==> config.mk <==
export PLATFORM = sky130hd
export DESIGN_NAME = two_pin_gpio_port
export DESIGN_NICKNAME = d
export VERILOG_FILES = /design/src/hw/gpio_port_pkg.sv /design/src/hw/pin_sync.sv /design/src/hw/pin_cell.sv /design/src/hw/two_pin_gpio_port.sv
export SDC_FILE = /design/constraint.sdc
export NUM_CORES = 1
export LEC_CHECK = 0
export BUFFER_PORTS_ARGS = -buffer_cell sky130_fd_sc_hd__clkbuf_2
export CAP_MARGIN = 20
export CORE_AREA = 3 3 50 52
export DETAILED_ROUTE_END_ITERATION = 8
export DIE_AREA = 0 0 53 55
export PLACE_DENSITY = 0.8
export SLEW_MARGIN = 20
export SYNTH_ARGS = -nofsm -noshare
export SYNTH_HDL_FRONTEND = slang
export SYNTH_HIERARCHICAL = 1
export SYNTH_SLANG_ARGS = --single-unit
==> constraint.sdc <==
create_clock -name clk_sys_i -period 0.9 [get_ports clk_sys_i]
set_clock_uncertainty 0.05 [all_clocks]
set_input_delay 0.135 -clock clk_sys_i [delete_from_list [all_inputs] [get_ports clk_sys_i]]
set_output_delay 0.135 -clock clk_sys_i [all_outputs]
set_load 0.02 [all_outputs]
==> src/hw/gpio_port_pkg.sv <==
// constants and register map of the two pin gpio port
package gpio_port_pkg;
    // ************************************************************
    // register map
    // ************************************************************
    localparam logic [7:0] latch_offset = 8'h00;
    localparam logic [7:0] direction_offset = 8'h01;
    localparam logic [7:0] pullup_offset = 8'h02;
    // ************************************************************
    // field layout
    // ************************************************************
    localparam int pin_lo_pos = 1;
    localparam int pin_hi_pos = 2;
    localparam int pin_count = 2;
    localparam logic [7:0] impl_mask = 8'h06;
    // ************************************************************
    // reset values
    // ************************************************************
    localparam logic [1:0] latch_reset = 2'h0;
    localparam logic [1:0] direction_reset = 2'h0;
    localparam logic [1:0] pullup_reset = 2'h0;
    localparam logic [7:0] rdata_reset = 8'h00;
    // ************************************************************
    // timing
    // ************************************************************
    localparam int sync_stages = 2;
endpackage

==> src/hw/pin_sync.sv <==
// two flip-flop synchroniser for one pin input
`timescale 1ns/1ps
module pin_sync (
    // clock and reset
    input wire logic clk_sys_i,
    input wire logic reset_i,
    // data
    input wire logic async_i,
    output logic sync_o
);
    logic meta_reg;
    logic meta_next;
    logic sync_reg;
    logic sync_next;

    always_comb begin
        meta_next = async_i;
        sync_next = meta_reg;
        if (reset_i) begin
            meta_next = 1'b0;
            sync_next = 1'b0;
        end
    end

    always_ff @(posedge clk_sys_i) begin
        meta_reg <= meta_next;
        sync_reg <= sync_next;
    end

    assign sync_o = sync_reg;
endmodule

==> src/hw/pin_cell.sv <==
// one port pin: drive, pull-up and standby isolation
`timescale 1ns/1ps
module pin_cell (
    // clock and reset
    input wire logic clk_sys_i,
    input wire logic reset_i,
    // control
    input wire logic latch_i,
    input wire logic dir_i,
    input wire logic pullup_i,
    input wire logic isolate_i,
    input wire logic pin_sync_i,
    // pin side
    output logic pin_o,
    output logic pin_oe_o,
    output logic pullup_on_o,
    output logic pin_level_o
);
    logic out_reg;
    logic out_next;
    logic oe_reg;
    logic oe_next;
    logic pu_reg;
    logic pu_next;
    logic lvl_reg;
    logic lvl_next;

    always_comb begin
        out_next = latch_i;
        oe_next = dir_i & ~isolate_i;
        pu_next = pullup_i & ~(oe_next & ~out_next);
        lvl_next = isolate_i ? 1'b0 : pin_sync_i;
        if (reset_i) begin
            out_next = 1'b0;
            oe_next = 1'b0;
            pu_next = 1'b0;
            lvl_next = 1'b0;
        end
    end

    always_ff @(posedge clk_sys_i) begin
        out_reg <= out_next;
        oe_reg <= oe_next;
        pu_reg <= pu_next;
        lvl_reg <= lvl_next;
    end

    assign pin_o = out_reg;
    assign pin_oe_o = oe_reg;
    assign pullup_on_o = pu_reg;
    assign pin_level_o = lvl_reg;
endmodule

==> src/hw/two_pin_gpio_port.sv <==
// two pin general purpose port with register slave
// ************************************************************
// ************************************************************
//
// Added by the designer: the register offsets and the address-and-strobe port.
`timescale 1ns/1ps
module two_pin_gpio_port (
    // clock and reset
    input wire logic clk_sys_i,
    input wire logic reset_i,
    // register port
    input wire logic [7:0] addr_i,
    input wire logic [7:0] wdata_i,
    input wire logic wr_i,
    input wire logic rd_i,
    input wire logic rd_rmw_i,
    output logic [7:0] rdata_o,
    // standby
    input wire logic standby_pin_state_bit_i,
    input wire logic standby_mode_i,
    // pins
    input wire logic [1:0] pin_i,
    output logic [1:0] pin_o,
    output logic [1:0] pin_oe_o,
    output logic [1:0] pullup_on_o
);
    import gpio_port_pkg::*;

    logic [1:0] port_output_latch_reg;
    logic [1:0] port_output_latch_next;
    logic [1:0] port_direction_reg;
    logic [1:0] port_direction_next;
    logic [1:0] port_pullup_enable_reg;
    logic [1:0] port_pullup_enable_next;
    logic [7:0] rdata_reg;
    logic [7:0] rdata_next;
    logic isolate_reg;
    logic isolate_next;
    logic [1:0] pin_sync;
    logic [1:0] pin_level;
    logic [1:0] pin_out;
    logic [1:0] pin_oe;
    logic [1:0] pin_pu;
    logic [1:0] wfield;
    logic [1:0] rd_pins;

    // ************************************************************
    // per pin logic
    // ************************************************************
    genvar g;
    generate
        for (g = 0; g < pin_count; g = g + 1) begin : gen_pin
            pin_sync u_sync (
                .clk_sys_i(clk_sys_i),
                .reset_i(reset_i),
                .async_i(pin_i[g]),
                .sync_o(pin_sync[g])
            );
            pin_cell u_cell (
                .clk_sys_i(clk_sys_i),
                .reset_i(reset_i),
                .latch_i(port_output_latch_reg[g]),
                .dir_i(port_direction_reg[g]),
                .pullup_i(port_pullup_enable_reg[g]),
                .isolate_i(isolate_reg),
                .pin_sync_i(pin_sync[g]),
                .pin_o(pin_out[g]),
                .pin_oe_o(pin_oe[g]),
                .pullup_on_o(pin_pu[g]),
                .pin_level_o(pin_level[g])
            );
        end
    endgenerate

    // ************************************************************
    // registers
    // ************************************************************
    always_comb begin
        wfield = wdata_i[pin_hi_pos:pin_lo_pos];
        port_output_latch_next = port_output_latch_reg;
        port_direction_next = port_direction_reg;
        port_pullup_enable_next = port_pullup_enable_reg;
        // standby with isolation turns off pin drivers but keeps pull-ups, otherwise state held
        isolate_next = standby_mode_i & standby_pin_state_bit_i;
        if (wr_i) begin
            unique case (addr_i)
                latch_offset: port_output_latch_next = wfield;
                direction_offset: port_direction_next = wfield;
                pullup_offset: port_pullup_enable_next = wfield;
                default: ;
            endcase
        end
        if (reset_i) begin
            port_output_latch_next = latch_reset;
            port_direction_next = direction_reset;
            port_pullup_enable_next = pullup_reset;
            isolate_next = 1'b0;
        end
    end

    // ************************************************************
    // read data
    // ************************************************************
    always_comb begin
        rdata_next = rdata_reset;
        rd_pins = (port_direction_reg & port_output_latch_reg)
            | (~port_direction_reg & pin_level);
        if (rd_i) begin
            unique case (addr_i)
                latch_offset: begin
                    if (rd_rmw_i) begin
                        rdata_next[pin_hi_pos:pin_lo_pos] = port_output_latch_reg;
                    end else begin
                        rdata_next[pin_hi_pos:pin_lo_pos] = rd_pins;
                    end
                end
                direction_offset: rdata_next[pin_hi_pos:pin_lo_pos] = port_direction_reg;
                pullup_offset: rdata_next[pin_hi_pos:pin_lo_pos] = port_pullup_enable_reg;
                default: rdata_next = rdata_reset;
            endcase
        end
        if (reset_i) begin
            rdata_next = rdata_reset;
        end
    end

    always_ff @(posedge clk_sys_i) begin
        port_output_latch_reg <= port_output_latch_next;
        port_direction_reg <= port_direction_next;
        port_pullup_enable_reg <= port_pullup_enable_next;
        isolate_reg <= isolate_next;
        rdata_reg <= rdata_next;
    end

    assign rdata_o = rdata_reg;
    assign pin_o = pin_out;
    assign pin_oe_o = pin_oe;
    assign pullup_on_o = pin_pu;

    // ************************************************************
    // assertions
    // ************************************************************
    property p_dir_drive;
        @(posedge clk_sys_i) disable iff (reset_i)
        ##1 (pin_oe_o == $past(port_direction_reg & {2{~isolate_reg}}));
    endproperty
    a_dir_drive: assert property (p_dir_drive) else $error("oe not from direction");

    property p_latch_out;
        @(posedge clk_sys_i) disable iff (reset_i)
        (wr_i && addr_i == latch_offset) |-> ##2 (pin_o == $past(wdata_i[2:1], 2));
    endproperty
    a_latch_out: assert property (p_latch_out) else $error("pin not latch");

    property p_read_out;
        @(posedge clk_sys_i) disable iff (reset_i)
        (rd_i && !rd_rmw_i && addr_i == latch_offset && port_direction_reg == 2'h3)
        |=> (rdata_o[2:1] == $past(port_output_latch_reg));
    endproperty
    a_read_out: assert property (p_read_out) else $error("output read wrong");

    property p_in_nodrive;
        @(posedge clk_sys_i) disable iff (reset_i)
        (port_direction_reg == 2'h0) |=> (pin_oe_o == 2'h0);
    endproperty
    a_in_nodrive: assert property (p_in_nodrive) else $error("input driven");

    property p_read_in;
        @(posedge clk_sys_i) disable iff (reset_i)
        (rd_i && !rd_rmw_i && addr_i == latch_offset && port_direction_reg == 2'h0)
        |=> (rdata_o[2:1] == $past(pin_level));
    endproperty
    a_read_in: assert property (p_read_in) else $error("input read wrong");

    property p_rmw;
        @(posedge clk_sys_i) disable iff (reset_i)
        (rd_i && rd_rmw_i && addr_i == latch_offset)
        |=> (rdata_o[2:1] == $past(port_output_latch_reg));
    endproperty
    a_rmw: assert property (p_rmw) else $error("rmw read wrong");

    property p_reset_dir;
        @(posedge clk_sys_i) reset_i |=> (port_direction_reg == 2'h0) ##1 (pin_oe_o == 2'h0);
    endproperty
    a_reset_dir: assert property (p_reset_dir) else $error("reset dir");

    property p_isolate;
        @(posedge clk_sys_i) disable iff (reset_i)
        (standby_mode_i && standby_pin_state_bit_i) [*2] |=>
        (pin_oe_o == 2'h0 && pin_level == 2'h0);
    endproperty
    a_isolate: assert property (p_isolate) else $error("not isolated");

    property p_pull_low;
        @(posedge clk_sys_i) disable iff (reset_i)
        (pin_oe_o & ~pin_o & pullup_on_o) == 2'h0;
    endproperty
    a_pull_low: assert property (p_pull_low) else $error("pullup on low out");

    property p_unused_zero;
        @(posedge clk_sys_i) disable iff (reset_i)
        (rdata_o & ~impl_mask) == 8'h00;
    endproperty
    a_unused_zero: assert property (p_unused_zero) else $error("unused bits set");

    // ************************************************************
    // standby, pull-up and bus checks
    // ************************************************************
    property p_keep_state;
        @(posedge clk_sys_i) disable iff (reset_i)
        (standby_mode_i && !standby_pin_state_bit_i && !isolate_reg)
        |=> (pin_oe_o == $past(port_direction_reg) && pin_o == $past(port_output_latch_reg));
    endproperty
    a_keep_state: assert property (p_keep_state) else $error("standby state lost");

    property p_pull_on;
        @(posedge clk_sys_i) disable iff (reset_i)
        (port_pullup_enable_reg == 2'h3 && port_direction_reg == 2'h0)
        |=> (pullup_on_o == 2'h3);
    endproperty
    a_pull_on: assert property (p_pull_on) else $error("pullup not on");

    property p_pull_off;
        @(posedge clk_sys_i) disable iff (reset_i)
        (port_pullup_enable_reg == 2'h0) |=> (pullup_on_o == 2'h0);
    endproperty
    a_pull_off: assert property (p_pull_off) else $error("pullup not off");

    property p_latch_write;
        @(posedge clk_sys_i) disable iff (reset_i)
        (wr_i && addr_i == latch_offset)
        |=> (port_output_latch_reg == $past(wdata_i[pin_hi_pos:pin_lo_pos]));
    endproperty
    a_latch_write: assert property (p_latch_write) else $error("latch not written");

    property p_dir_write;
        @(posedge clk_sys_i) disable iff (reset_i)
        (wr_i && addr_i == direction_offset)
        |=> (port_direction_reg == $past(wdata_i[pin_hi_pos:pin_lo_pos]));
    endproperty
    a_dir_write: assert property (p_dir_write) else $error("direction not written");

    property p_pull_write;
        @(posedge clk_sys_i) disable iff (reset_i)
        (wr_i && addr_i == pullup_offset)
        |=> (port_pullup_enable_reg == $past(wdata_i[pin_hi_pos:pin_lo_pos]));
    endproperty
    a_pull_write: assert property (p_pull_write) else $error("pullup not written");

    property p_ignore_unmapped;
        @(posedge clk_sys_i) disable iff (reset_i)
        (wr_i && addr_i != latch_offset && addr_i != direction_offset
            && addr_i != pullup_offset)
        |=> ($stable(port_output_latch_reg) && $stable(port_direction_reg)
            && $stable(port_pullup_enable_reg));
    endproperty
    a_ignore_unmapped: assert property (p_ignore_unmapped) else $error("unmapped write");

    property p_unmapped_read;
        @(posedge clk_sys_i) disable iff (reset_i)
        (rd_i && addr_i != latch_offset && addr_i != direction_offset
            && addr_i != pullup_offset) |=> (rdata_o == rdata_reset);
    endproperty
    a_unmapped_read: assert property (p_unmapped_read) else $error("unmapped read");

    property p_pin_sync;
        @(posedge clk_sys_i) disable iff (reset_i)
        (!$past(reset_i) && !$past(reset_i, 2) && !$past(reset_i, 3) && !$past(isolate_reg))
        |-> (pin_level == $past(pin_i, 3));
    endproperty
    a_pin_sync: assert property (p_pin_sync) else $error("pin level not synced");

    property p_float_level;
        @(posedge clk_sys_i) disable iff (reset_i)
        isolate_reg |=> (pin_level == 2'h0);
    endproperty
    a_float_level: assert property (p_float_level) else $error("input not blocked");

    property p_reset_regs;
        @(posedge clk_sys_i)
        reset_i |=> (port_output_latch_reg == latch_reset
            && port_pullup_enable_reg == pullup_reset && rdata_o == rdata_reset);
    endproperty
    a_reset_regs: assert property (p_reset_regs) else $error("reset values wrong");

    c_rmw: cover property (@(posedge clk_sys_i) rd_i && rd_rmw_i);
    c_isolate: cover property (@(posedge clk_sys_i) isolate_reg);
    c_drive: cover property (@(posedge clk_sys_i) pin_oe_o == 2'h3);
    c_hold: cover property (@(posedge clk_sys_i) standby_mode_i && !standby_pin_state_bit_i);
    c_pull: cover property (@(posedge clk_sys_i) pullup_on_o == 2'h3);
endmodule

# After elaboration in Yosys (flattened, before gate mapping)
# Cells that the tools add are included.
# W data, S select, Z words.
word_totals:
  regBits: 27
  latchBits: 0
  ram_bits: 0
  romBits: 0
  mem_count: 0
op_classes:
  n_addsub: 0
  n_mul: 0
  div_mod_pow: 0
  n_lt_le_gt_ge: 0
  n_eq_ne: 2
  shift: 0
  mux: 2
  bitwise_logic: 17
  n_reduce_logical: 6
ops:
  columns: ["op", "count"]
  rows:
  - ["$eq A8 B1 Y1 const B", 1]
  - ["$eq A8 B2 Y1 const B", 1]
  - ["$logic_not A8 Y1", 1]
  - ["$and A1 B1 Y1", 7]
  - ["$not A1 Y1", 6]
  - ["$pmux W2 S3", 1]
  - ["$reduce_and A2 Y1", 3]
  - ["$and A2 B2 Y2", 2]
  - ["$reduce_or A2 Y1", 2]
  - ["$mux W2", 1]
  - ["$not A2 Y2", 1]
  - ["$or A2 B2 Y2", 1]

# Longest topological paths before layout
# Gate-level depths: netlist of the first run.
logic_depth:
  word_depth: 5
  mapped_depth: 3
  depth_no_buf: 3

# Modules after synthesis
# Netlist of the first run, hierarchy kept.
by_module_without_submodules:
  columns: ["mod", "instances", "cells_per_inst", "area_per_inst_um2", "seq_area_each_um2"]
  rows:
  - ["two_pin_gpio_port", 1, 51, 485.5, 180.2]
  - ["pin_cell", 2, 9, 126.4, 80.1]
  - ["pin_sync", 2, 4, 52.6, 40.0]

# Worst setup path before layout of the first run
# OpenSTA, ideal clock, no wires.
synth_path:
  path_kind: "input to register"
  startpoint: "input addr_i[5]"
  endpoint: "register port_pullup_enable_reg[0]"
  setup_ns: 0.072
  arrival_time_ns: 0.863
  required_ns: 0.778
  slack_ns: -0.084
  stages: 3
  cell_sequence: "nor4_4 > and4_4 > mux2i_1"
synth_via:
  elab_chain_cells: 2
synth_lines:
  columns: ["element", "line_no", "source"]
  rows:
  - ["from (decl)", "two_pin_gpio_port.sv:12", "input wire logic [7:0] addr_i,"]
  - ["$eq A8 B2 Y1", "two_pin_gpio_port.sv:86", "unique case (addr_i)"]
  - ["$reduce_and A2 Y1 (no source line)", null, null]
  - ["to (signal assigned)", "two_pin_gpio_port.sv:130", "port_pullup_enable_reg <= port_pullup_enable_next;"]
  - ["to (decl)", "two_pin_gpio_port.sv:33", "logic [1:0] port_pullup_enable_reg;"]
# Every way passes these cells.
# A chain may end at the register's enable or synchronous reset.

# Worst setup path in the final report of the first run
layout_path:
  startpoint: "register gen_pin[0].u_cell.out_reg"
  endpoint: "output pin_o[0]"
layout_rtl:
  columns: ["element", "line_no", "source"]
  rows:
  - ["from (decl)", "pin_cell.sv:19", "logic out_reg;"]
  - ["from (signal assigned)", "pin_cell.sv:42", "out_reg <= out_next;"]
  - ["to (decl)", "two_pin_gpio_port.sv:23", "output logic [1:0] pin_o,"]
# No word-level cell between the ends.

==> qor.csv, run 1 <==
stage,metric,value,unit
die,coreArea,0.00215,mm²
synthesis,yosysMostFrequentCell,dfxtp_1,
sta,slew_violations,0,
worst_setup_path,crit_arrival,0.76,ns
place,post_dp_cell_area,0.00103,mm²
detailed_routing,vias,696,
detailed_routing,routedWlPerCell,13.5,µm
pwr,comb_power_share,10.0,%
layout,fin_area,0.00121,mm²
job,drv_cap,0,
worst_setup_path,critPathBufInv,1,
layout,drive_gt1_share,49.1,%
synthesis,synth_commonest_cells,"21 x dfxtp_1, 8 x nand2b_1, 8 x nor2b_1",
clock_tree,cts_buffers,3,
clock_tree,clk_root_buffer_cell,clkbuf_4,
clock_tree,clkSlewWorstSetupHoldPaths,0.11,ns
pwr,p_sw_share,23.7,%
global_routing,grt_max_degree,13,
sta,max_freq,1.06,GHz
clock_tree,cts.sinks,21,
global_routing,antenna_found_initial,0,
layout,fill_cells,182,
die,start_util,39.3,%
synthesis,seq_area_frac_synth,49.9,%
place,io_buffers,26,
global_routing,grt_pass1_wl,3100,µm
sta,period_needed,0.944,ns
die,die_h,55,µm
place,gp_congestion,0.810,
detailed_routing,drt_iter0_drc,9,
outcome,status,"finished, violations left",
layout,nNetsFinal,142,
synthesis,ys_warn_count,6,
pwr,p_switching,367,µW
sta,fin_crit_sh,105,%
detailed_routing,first_pass_iters,3,
synthesis,postSynthCellCount,77,
global_routing,grt_overflow,0,
clock_tree,cts.htree.levels,1,
sta,setup_ws,-0.0443,ns
place,preCtsSetupSlack,-0.303,ns
worst_setup_path,crit_slowest_cell,dfxtp_2,
clock_tree,worstSkewPairLatency,0.30,ns
synthesis,netlist.top_cell.by_area,dfxtp_1,
synthesis,synth.avg_cell_area,11.0,µm²
global_routing,grt_pass1_vias,739,
worst_setup_path,r2r-start,port_direction_reg[1]$_SDFFE_PP0P_,
sta,setup_viol,10,
global_routing,grtUsageTotal,15.1,%
worst_setup_path,critPathMaxFanout,1,
synthesis,synth_seq_cells,21,
global_routing,grt-busiest-layer,met2,
sta,rsz0062_at_grt,true,
detailed_routing,wl,1950,µm
pwr,peakVddDrop,0.946,mV
synthesis,synth_async_sr_flop_share,0,%
die,rows,17,
synthesis,syn_area,843,µm²
worst_setup_path,required,0.71,ns
worst_setup_path,rrSetupSlack,-0.04,ns
detailed_routing,viasPerCell,4.83,
worst_setup_path,critPathTopFamily,flip-flops,
worst_setup_path,critical_path_class,reg -> out,
worst_setup_path,crit_path_start_kind,flip-flop,
die,die_w,53,µm
outcome,violations,setup timing,
clock_tree,cts_tree,done,
synthesis,synth_edf_count,0,
sta,hold_violations,0,
layout,multi_input_area,407,µm²
die,die_area,0.00292,mm²
synthesis,synth_cell_types,18,
detailed_routing,drc_errors,0,
worst_setup_path,end_kind,output port,
pwr,power_density,1280,mW/mm²
worst_setup_path,max_stage_delay,0.34,ns
pwr,p_seq_share,61.1,%
pwr,pwr-share-clk,28.9,%
layout,regArea,438,µm²
min_path,hp-class,in -> reg,
pwr,leakagePower,0.000526,µW
worst_setup_path,path_cells,buf_8,
pwr,intPower,1180,µW
detailed_routing,ant_nets,0,
worst_setup_path,crit_start,gen_pin[0].u_cell/pin_o$_SDFF_PP0_,
layout,n_antenna_cell,0,
layout,syn_to_final_growth,43.0,%
place,hpwl,1480,µm
synthesis,synth.top_cell.area_share,49.9,%
synthesis,synth_area_leaders,"dfxtp_1 50%, mux2i_1 7.1%, nand2b_1 5.9%",
clock_tree,cts_setup_buffers,0,
die,num_io_pins,39,
clock_tree,clock_path_buffers,2,
global_routing,grt_use_met3,2.41,%
synthesis,synthFlopType,dfxtp_1,
global_routing,gr-usage-met2,32.4,%
global_routing,use_met1,13.1,%
min_path,min_from,pin_i[0],
through the flow:
step	TNS [ns]	std cells	hold slack, ns	power [µW]	util, %
3_5_place_dp	-1.99	137	0.292	1110	48.2
4_1_cts	-0.567	144	0.00898	1560	54.9
3_3_place_gp	-1.46	137	0.289	1100	48.2
2_1_floorplan	-0.297	82	0.155	1040	-
5_1_grt	-0.793	144	0.0116	1630	56.1
6_report	-0.406	144	0.0107	1550	56.1
cells by family after synthesis:
family,synth area share (%)
flops,49.9
mux,7.12
other cells,0.445
compound gates,5.93
buf+inv,5.34
simple gates,31.3
timing repair:
| action | 4_1_cts | 5_1_grt |
|---|---|---|
| endpoints found under the setup margin | 10 | 13 |
| hold endpoints to repair | 2 | 0 |
| gates resized for setup | 28 | 14 |
| hold buffers | 3 | 0 |
| pin swaps | 0 | 3 |
cells in the final DEF, fill, tap and decap left out:
master and instances:
nand2_1 1, dfxtp_1 9, buf_8 8, clkbuf_4 3
nor3b_1 4, mux2i_1 6, buf_6 1, nor3b_2 6
o21ai_1 2, dfxtp_4 1, buf_4 7, a21oi_1 2
clkinv_2 1, clkbuf_2 17, nand4b_1 1, nand2b_1 8
o21a_1 2, nor2_1 3, dfxtp_2 11, nor2b_1 8
dlygate4sd3_1 3, and4_4 1, a22oi_1 2, conb_1 6
nor4_4 1, nand4_1 2
area by class of cell:
type | count | area share, %
sequential | 21 | 36.3
clock buffer | 3 | 1.87
clock inverter | 1 | 0.415
tap | 28 | 2.90
multi-input combinational | 55 | 33.7
timing repair buffer | 36 | 24.8
path summary, 6_finish.rpt:
| kind | end | cells past startpoint |
|---|---|---|
| max | pin_o[0] | 1 |
| max reg2reg | rdata_o[2]$_SDFF_PP0_ | 3 |
| min | gen_pin[0].u_sync/meta_reg$_SDFF_PP0_ | 2 |
| min reg2reg | gen_pin[0].u_sync/sync_o$_SDFF_PP0_ | 1 |
power groups by stage:
stage | Clock [µW] | Sequential, µW | Combinational (µW)
floorplan | 0 | 967 | 76.1
global placement | 0 | 968 | 133
detailed placement | 0 | 969 | 139
CTS | 460 | 947 | 150
global route | 510 | 947 | 171
finish | 447 | 945 | 155
layer usage:
layer / part of all wire [%] / up-vias
met1: 38 / 335
met4: 2.7 / 0
met5: 0 / -
met3: 3.6 / 4
li1: - / 336
met2: 56 / 21
(Power assumes the default switching activity.)
==> run 2, diff against run 1 <==
--- a/config.mk
+++ b/config.mk
@@ -5,13 +5,13 @@
 export SDC_FILE = /design/constraint.sdc
 export NUM_CORES = 1
 export LEC_CHECK = 0
+export ABC_AREA = 1
 export BUFFER_PORTS_ARGS = -buffer_cell sky130_fd_sc_hd__clkbuf_2
 export CAP_MARGIN = 20
-export CORE_AREA = 3 3 50 52
+export CORE_AREA = 3 3 51 53
 export DETAILED_ROUTE_END_ITERATION = 8
-export DIE_AREA = 0 0 53 55
-export PLACE_DENSITY = 0.8
-export SLEW_MARGIN = 20
+export DIE_AREA = 0 0 54 56
+export PLACE_DENSITY = 0.81
 export SYNTH_ARGS = -nofsm -noshare
 export SYNTH_HDL_FRONTEND = slang
 export SYNTH_HIERARCHICAL = 1
==> constraint.sdc (replaced) <==
create_clock -name clk_sys_i -period 1.09 [get_ports clk_sys_i]
set_clock_uncertainty 0.05 [all_clocks]
set_input_delay 0.1635 -clock clk_sys_i [delete_from_list [all_inputs] [get_ports clk_sys_i]]
set_output_delay 0.1635 -clock clk_sys_i [all_outputs]
set_load 0.02 [all_outputs]
==> run 2 against run 1 <==
Net effect:
- the flow now finishes without violations
- utilization fell by 2.7 points
- via count rose by 22%
- sequential power fell by 17%
- setup slack improved by 0.13 ns
- clock power fell by 20%
- highest routed layer unchanged
==> qor.csv, run 2 <==
stage,metric,value,unit
global_routing,grt_pass1_vias,789,
place,gp_congestion,0.783,
worst_setup_path,critPathMaxFanout,6,
detailed_routing,ant_nets,0,
synthesis,synth_async_sr_flop_share,0,%
place,io_buffers,26,
synthesis,synth_area_leaders,"dfxtp_1 43%, nor2_1 12%, nand2_1 8.5%",
place,hpwl,1430,µm
clock_tree,cts.htree.levels,1,
layout,syn_to_final_growth,21.0,%
die,num_io_pins,39,
detailed_routing,drt_iter0_drc,9,
detailed_routing,first_pass_iters,4,
die,die_w,54,µm
global_routing,grt_pass1_wl,3100,µm
clock_tree,cts_setup_buffers,0,
sta,setup_ws,0.0890,ns
worst_setup_path,crit_arrival,1.15,ns
detailed_routing,viasPerCell,4.35,
worst_setup_path,crit_path_start_kind,flip-flop,
synthesis,synth_edf_count,0,
clock_tree,cts_buffers,3,
die,start_util,44.1,%
synthesis,yosysMostFrequentCell,nor2_1,
die,die_area,0.00302,mm²
place,preCtsSetupSlack,0.0571,ns
outcome,status,"finished, final reports clean",
clock_tree,worstSkewPairLatency,0.29,ns
detailed_routing,routedWlPerCell,9.06,µm
detailed_routing,vias,852,
detailed_routing,drc_errors,0,
sta,fin_crit_sh,91.8,%
sta,hold_violations,0,
layout,final_cell_mix,"30 x nor2_1, 26 x clkbuf_2, 22 x nand2_1",
clock_tree,cts_tree,done,
die,coreArea,0.00219,mm²
die,die_h,56,µm
sta,finalSetupTns,0,ns
sta,setup_viol,0,
synthesis,synth_commonest_cells,"30 x nor2_1, 22 x nand2_1, 21 x dfxtp_1",
job,drv_cap,0,
layout,n_antenna_cell,0,
synthesis,synth_seq_cells,21,
global_routing,antenna_found_initial,0,
min_path,hp-class,in -> reg,
layout,nNetsFinal,194,
clock_tree,clk_root_buffer_cell,clkbuf_4,
synthesis,netlist.top_cell.by_area,dfxtp_1,
pwr,leakagePower,0.000583,µW
synthesis,synth.avg_cell_area,7.11,µm²
die,rows,17,
sta,rsz0062_at_grt,false,
synthesis,ys_warn_count,6,
global_routing,grt_overflow,0,
clock_tree,cts.sinks,21,
global_routing,grtUsageTotal,13.5,%
worst_setup_path,critical_path_class,reg -> reg,
synthesis,syn_area,967,µm²
worst_setup_path,required,1.24,ns
sta,period_needed,1.00,ns
layout,fill_cells,204,
layout,drive_gt1_share,29.2,%
synthesis,seq_area_frac_synth,43.5,%
sta,max_freq,0.999,GHz
global_routing,grt_max_degree,13,
layout,final_common_cell,nor2_1,
pwr,peakVddDrop,0.709,mV
synthesis,synth.top_cell.area_share,43.5,%
worst_setup_path,end_kind,flip-flop,
synthesis,synth_cell_types,17,
detailed_routing,wl,1780,µm
sta,slew_violations,0,
pwr,power_density,1090,mW/mm²
synthesis,postSynthCellCount,136,
synthesis,synthFlopType,dfxtp_1,
clock_tree,clkSlewWorstSetupHoldPaths,0.11,ns
clock_tree,clock_path_buffers,2,
-- run 2: through the flow --
step,cell area (µm²),total power [µW],std cells,hold WS [ns],utilization (%)
2_1_floorplan,986,889,141,0.184,-
3_3_place_gp,1110,925,189,0.308,50.7
3_5_place_dp,1110,929,189,0.312,50.7
4_1_cts,1170,1290,196,0.00627,53.3
5_1_grt,1170,1350,196,0.00235,53.4
6_report,1170,1280,196,0.0202,53.4
-- run 2: worst paths after layout --
check / to / cells past startpoint / start / slack [ns]
worst min register to register: gen_pin[0].u_sync/sync_o$_SDFF_PP0_ / 2 / gen_pin[0].u_sync/meta_reg$_SDFF_PP0_ / 0.36
worst max-delay path: rdata_o[1]$_SDFF_PP0_ / 6 / port_direction_reg[0]$_SDFFE_PP0P_ / 0.09
worst max register to register: rdata_o[1]$_SDFF_PP0_ / 6 / port_direction_reg[0]$_SDFFE_PP0P_ / 0.09
worst min-delay path: isolate_reg$_SDFF_PP0_ / 3 / standby_mode_i / 0.02
-- run 2: cell families after synthesis --
group,after synthesis,synth area share [%]
DFF,21,43.5
other,1,0.388
AOI/OAI and AO/OA,7,4.01
and+or+nand+nor,76,37.8
buffers and inverters,31,14.4
-- run 2: power by group --
group	internal [µW]	total (µW)	switching (µW)	leakage, µW
combinational	52.4	138	85.9	0.000394
sequential	778	783	5.35	0.000171
clock	136	357	220	0.0000177
-- run 2: critical path: stages (launching register included) --
cell and delay, ns:
dfxtp_2 0.37, o21ai_0 0.17, nand2_1 0.08, nand2_2 0.07
nand2_1 0.05, nor2_1 0.08, nor2_1 0.04
-- run 2: layer usage --
layer | global-route usage [%] | up-vias | routed length (µm)
met2 | 22.3 | 20 | 930
met5 | 0 | - | 0
met4 | 7.12 | 0 | 29
li1 | - | 462 | -
met1 | 15.7 | 366 | 743
met3 | 2.68 | 4 | 73
-- run 2: final cells by class --
class                   count  area, µm²  area share, %
repair buffers             30        168           14.3
multi-input cells          89        427           36.5
well taps                  28       35.0           2.99
inverters                  24       90.1           7.70
clock buffers               3       22.5           1.93
clock inverters             1       5.00          0.428
flip-flops and latches     21        423           36.1
-- run 2: timing repair --
item / in CTS / in global routing
hold endpoints to repair: 3 / 0
hold buffers: 3 / 0
gates resized for setup: 0 / 2
setup endpoints to repair: 0 / 2
==> run 3, diff against run 2 <==
--- a/config.mk
+++ b/config.mk
@@ -14,5 +14,4 @@
 export PLACE_DENSITY = 0.81
 export SYNTH_ARGS = -nofsm -noshare
 export SYNTH_HDL_FRONTEND = slang
-export SYNTH_HIERARCHICAL = 1
 export SYNTH_SLANG_ARGS = --single-unit
==> run 3 against run 2 <==
Net effect:
- sequential power about the same
- count of clock-buffer cells in the layout unchanged
- synthesized cell count unchanged
==> qor.csv, run 3 <==
stage,metric,value,unit
detailed_routing,ant_nets,0,
synthesis,synth_top_family_by_area,simple AND/OR/NAND/NOR gates,
job,drv_cap,0,
synthesis,seq_area_frac_synth,43.2,%
synthesis,yosysMostFrequentCell,nor2_1,
clock_tree,cts.sinks,21,
worst_setup_path,crit_path_start_kind,flip-flop,
die,start_util,44.4,%
layout,fill_cells,222,
synthesis,synth.avg_cell_area,7.16,µm²
min_path,hp-class,in -> reg,
layout,nNetsFinal,187,
detailed_routing,drt_iter0_drc,8,
worst_setup_path,max_stage_delay,0.33,ns
place,io_buffers,26,
die,die_h,56,µm
synthesis,synth_seq_cells,21,
global_routing,grtUsageTotal,12.0,%
clock_tree,clk_root_buffer_cell,clkbuf_4,
die,coreArea,0.00219,mm²
place,dp_cells,181,
worst_setup_path,critPathBufInv,1,
synthesis,yosys.area_share.adder,0,%
worst_setup_path,required,0.88,ns
synthesis,synth_area_leaders,"dfxtp_1 43%, nor2_1 12%, buf_4 9.3%",
sta,setup_ws,0.0870,ns
sta,rsz0062_at_grt,false,
worst_setup_path,critPathTopFamily,flip-flops,
pwr,power_density,1140,mW/mm²
synthesis,synth_async_sr_flop_share,0,%
die,num_io_pins,39,
layout,n_antenna_cell,0,
sta,period_needed,1.00,ns
global_routing,grt_pass1_wl,2750,µm
worst_setup_path,end_kind,output port,
synthesis,postSynthCellCount,136,
pwr,peakVddDrop,0.612,mV
clock_tree,cts_setup_buffers,0,
detailed_routing,drc_errors,0,
global_routing,antenna_found_initial,0,
detailed_routing,vias,834,
clock_tree,worstSkewPairLatency,0.30,ns
clock_tree,cts.htree.levels,1,
place,preCtsSetupSlack,0.0654,ns
global_routing,grt_overflow,0,
layout,final_common_cell,nor2_1,
worst_setup_path,crit_arrival,0.79,ns
sta,fin_crit_sh,92.0,%
sta,finalSetupTns,0,ns
synthesis,synth_edf_count,0,
layout,final_cell_mix,"30 x nor2_1, 26 x clkbuf_2, 21 x inv_1, 21 x dfxtp_1, 17 x nand2_1",
worst_setup_path,critPathMaxFanout,1,
worst_setup_path,crit_slowest_cell,dfxtp_1,
synthesis,synth_commonest_cells,"30 x nor2_1, 21 x dfxtp_1, 21 x inv_1",
global_routing,grt_pass1_vias,716,
die,rows,17,
clock_tree,cts_buffers,3,
synthesis,syn_area,973,µm²
detailed_routing,viasPerCell,4.41,
die,die_w,54,µm
detailed_routing,routedWlPerCell,8.86,µm
clock_tree,clock_path_buffers,2,
clock_tree,cts_tree,done,
synthesis,synthFlopType,dfxtp_1,
place,hpwl,1350,µm
synthesis,yosys.area_share.simple,31.6,%
detailed_routing,first_pass_iters,4,
outcome,status,"finished, final reports clean",
synthesis,synth_cell_types,18,
sta,setup_viol,0,
synthesis,synth.top_cell.area_share,43.2,%
detailed_routing,wl,1670,µm
sta,max_freq,0.997,GHz
sta,slew_violations,0,
synthesis,synth.area.mux_share,0,%
synthesis,synth_compound_area_share,5.78,%
synthesis,netlist.top_cell.by_area,dfxtp_1,
clock_tree,clkSlewWorstSetupHoldPaths,0.12,ns
layout,drive_gt1_share,25.5,%
synthesis,ys_warn_count,0,
sta,hold_violations,0,
die,die_area,0.00302,mm²
layout,syn_to_final_growth,15.7,%
synthesis,synthXorXnorAreaFrac,0,%
global_routing,grt_max_degree,13,
pwr,leakagePower,0.000567,µW
place,gp_congestion,0.840,
worst_setup_path,path_cells,clkbuf_2,
worst_setup_path,critical_path_class,reg -> out,
layout,instances_no_fill,189,
run 3: changes by cell type in the layout (fill, tap and decap cells not counted), moves of 2 or more:
cell      change
dfxtp_2       -2
nand2_1       -5
inv_2         -2
nand3_2       -2
o311ai_0      +2
nor3b_2       -2
dfxtp_1       +2
run 3: repair_timing:
action                                  4_1_cts  5_1_grt
hold buffers                                  4        0
endpoints found under the setup margin        0        1
resized for setup                             0        1
hold endpoints to repair                      3        0
run 3: report_power, final:
group | leakage, µW | switching [µW] | total (µW) | internal [µW]
combinational | 0.000379 | 83.0 | 135 | 52.1
sequential | 0.000170 | 3.43 | 781 | 778
clock | 0.0000177 | 229 | 365 | 137
total | 0.000567 | 315 | 1280 | 967
run 3: final cells by class:
cell class / instances / area (µm²) / area share (%)
clock buffers: 3 / 22.5 / 2.00
clock inverters: 1 / 5.00 / 0.444
inverters: 23 / 86.3 / 7.67
multi-input cells: 83 / 387 / 34.3
flip-flops and latches: 21 / 420 / 37.3
well taps: 28 / 35.0 / 3.11
repair buffers: 30 / 170 / 15.1
run 3: cells by family after synthesis:
logic type             Yosys count
AOI/OAI and AO/OA                9
DFF                             21
buffers and inverters           37
other                            1
and+or+nand+nor                 68
run 3: path summary, 6_finish.rpt:
| path | from | endpoint | slack [ns] | depth (start not counted) |
|---|---|---|---|---|
| max | rdata_o[1]$_SDFF_PP0_ | rdata_o[1] | 0.09 | 1 |
| min | rd_i | rdata_o[2]$_SDFF_PP0_ | 0.09 | 5 |
| max reg2reg | port_direction_reg[1]$_SDFFE_PP0P_ | gen_pin[1].u_cell.pullup_on_o$_SDFF_PP0_ | 0.09 | 3 |
| min reg2reg | gen_pin[0].u_sync.meta_reg$_SDFF_PP0_ | gen_pin[0].u_sync.sync_o$_SDFF_PP0_ | 0.36 | 2 |
run 3: stage by stage:
stage	instance area [µm²]	power [µW]	util, %	hold WS [ns]
global placement	1060	919	48.3	0.307
CTS	1130	1300	51.4	0.0893
global route	1130	1340	51.4	0.103
detailed placement	1060	923	48.3	0.313
floorplan	992	894	-	0.220
finish	1130	1280	51.4	0.0929
run 3: per-layer routing:
metal / routed length (µm) / global-route usage (%) / vias to the layer above
met4: 15 / 7.47 / 0
li1: - / - / 442
met5: 0 / 0 / -
met3: 144 / 2.68 / 2
met2: 829 / 18.9 / 26
met1: 684 / 14.3 / 364
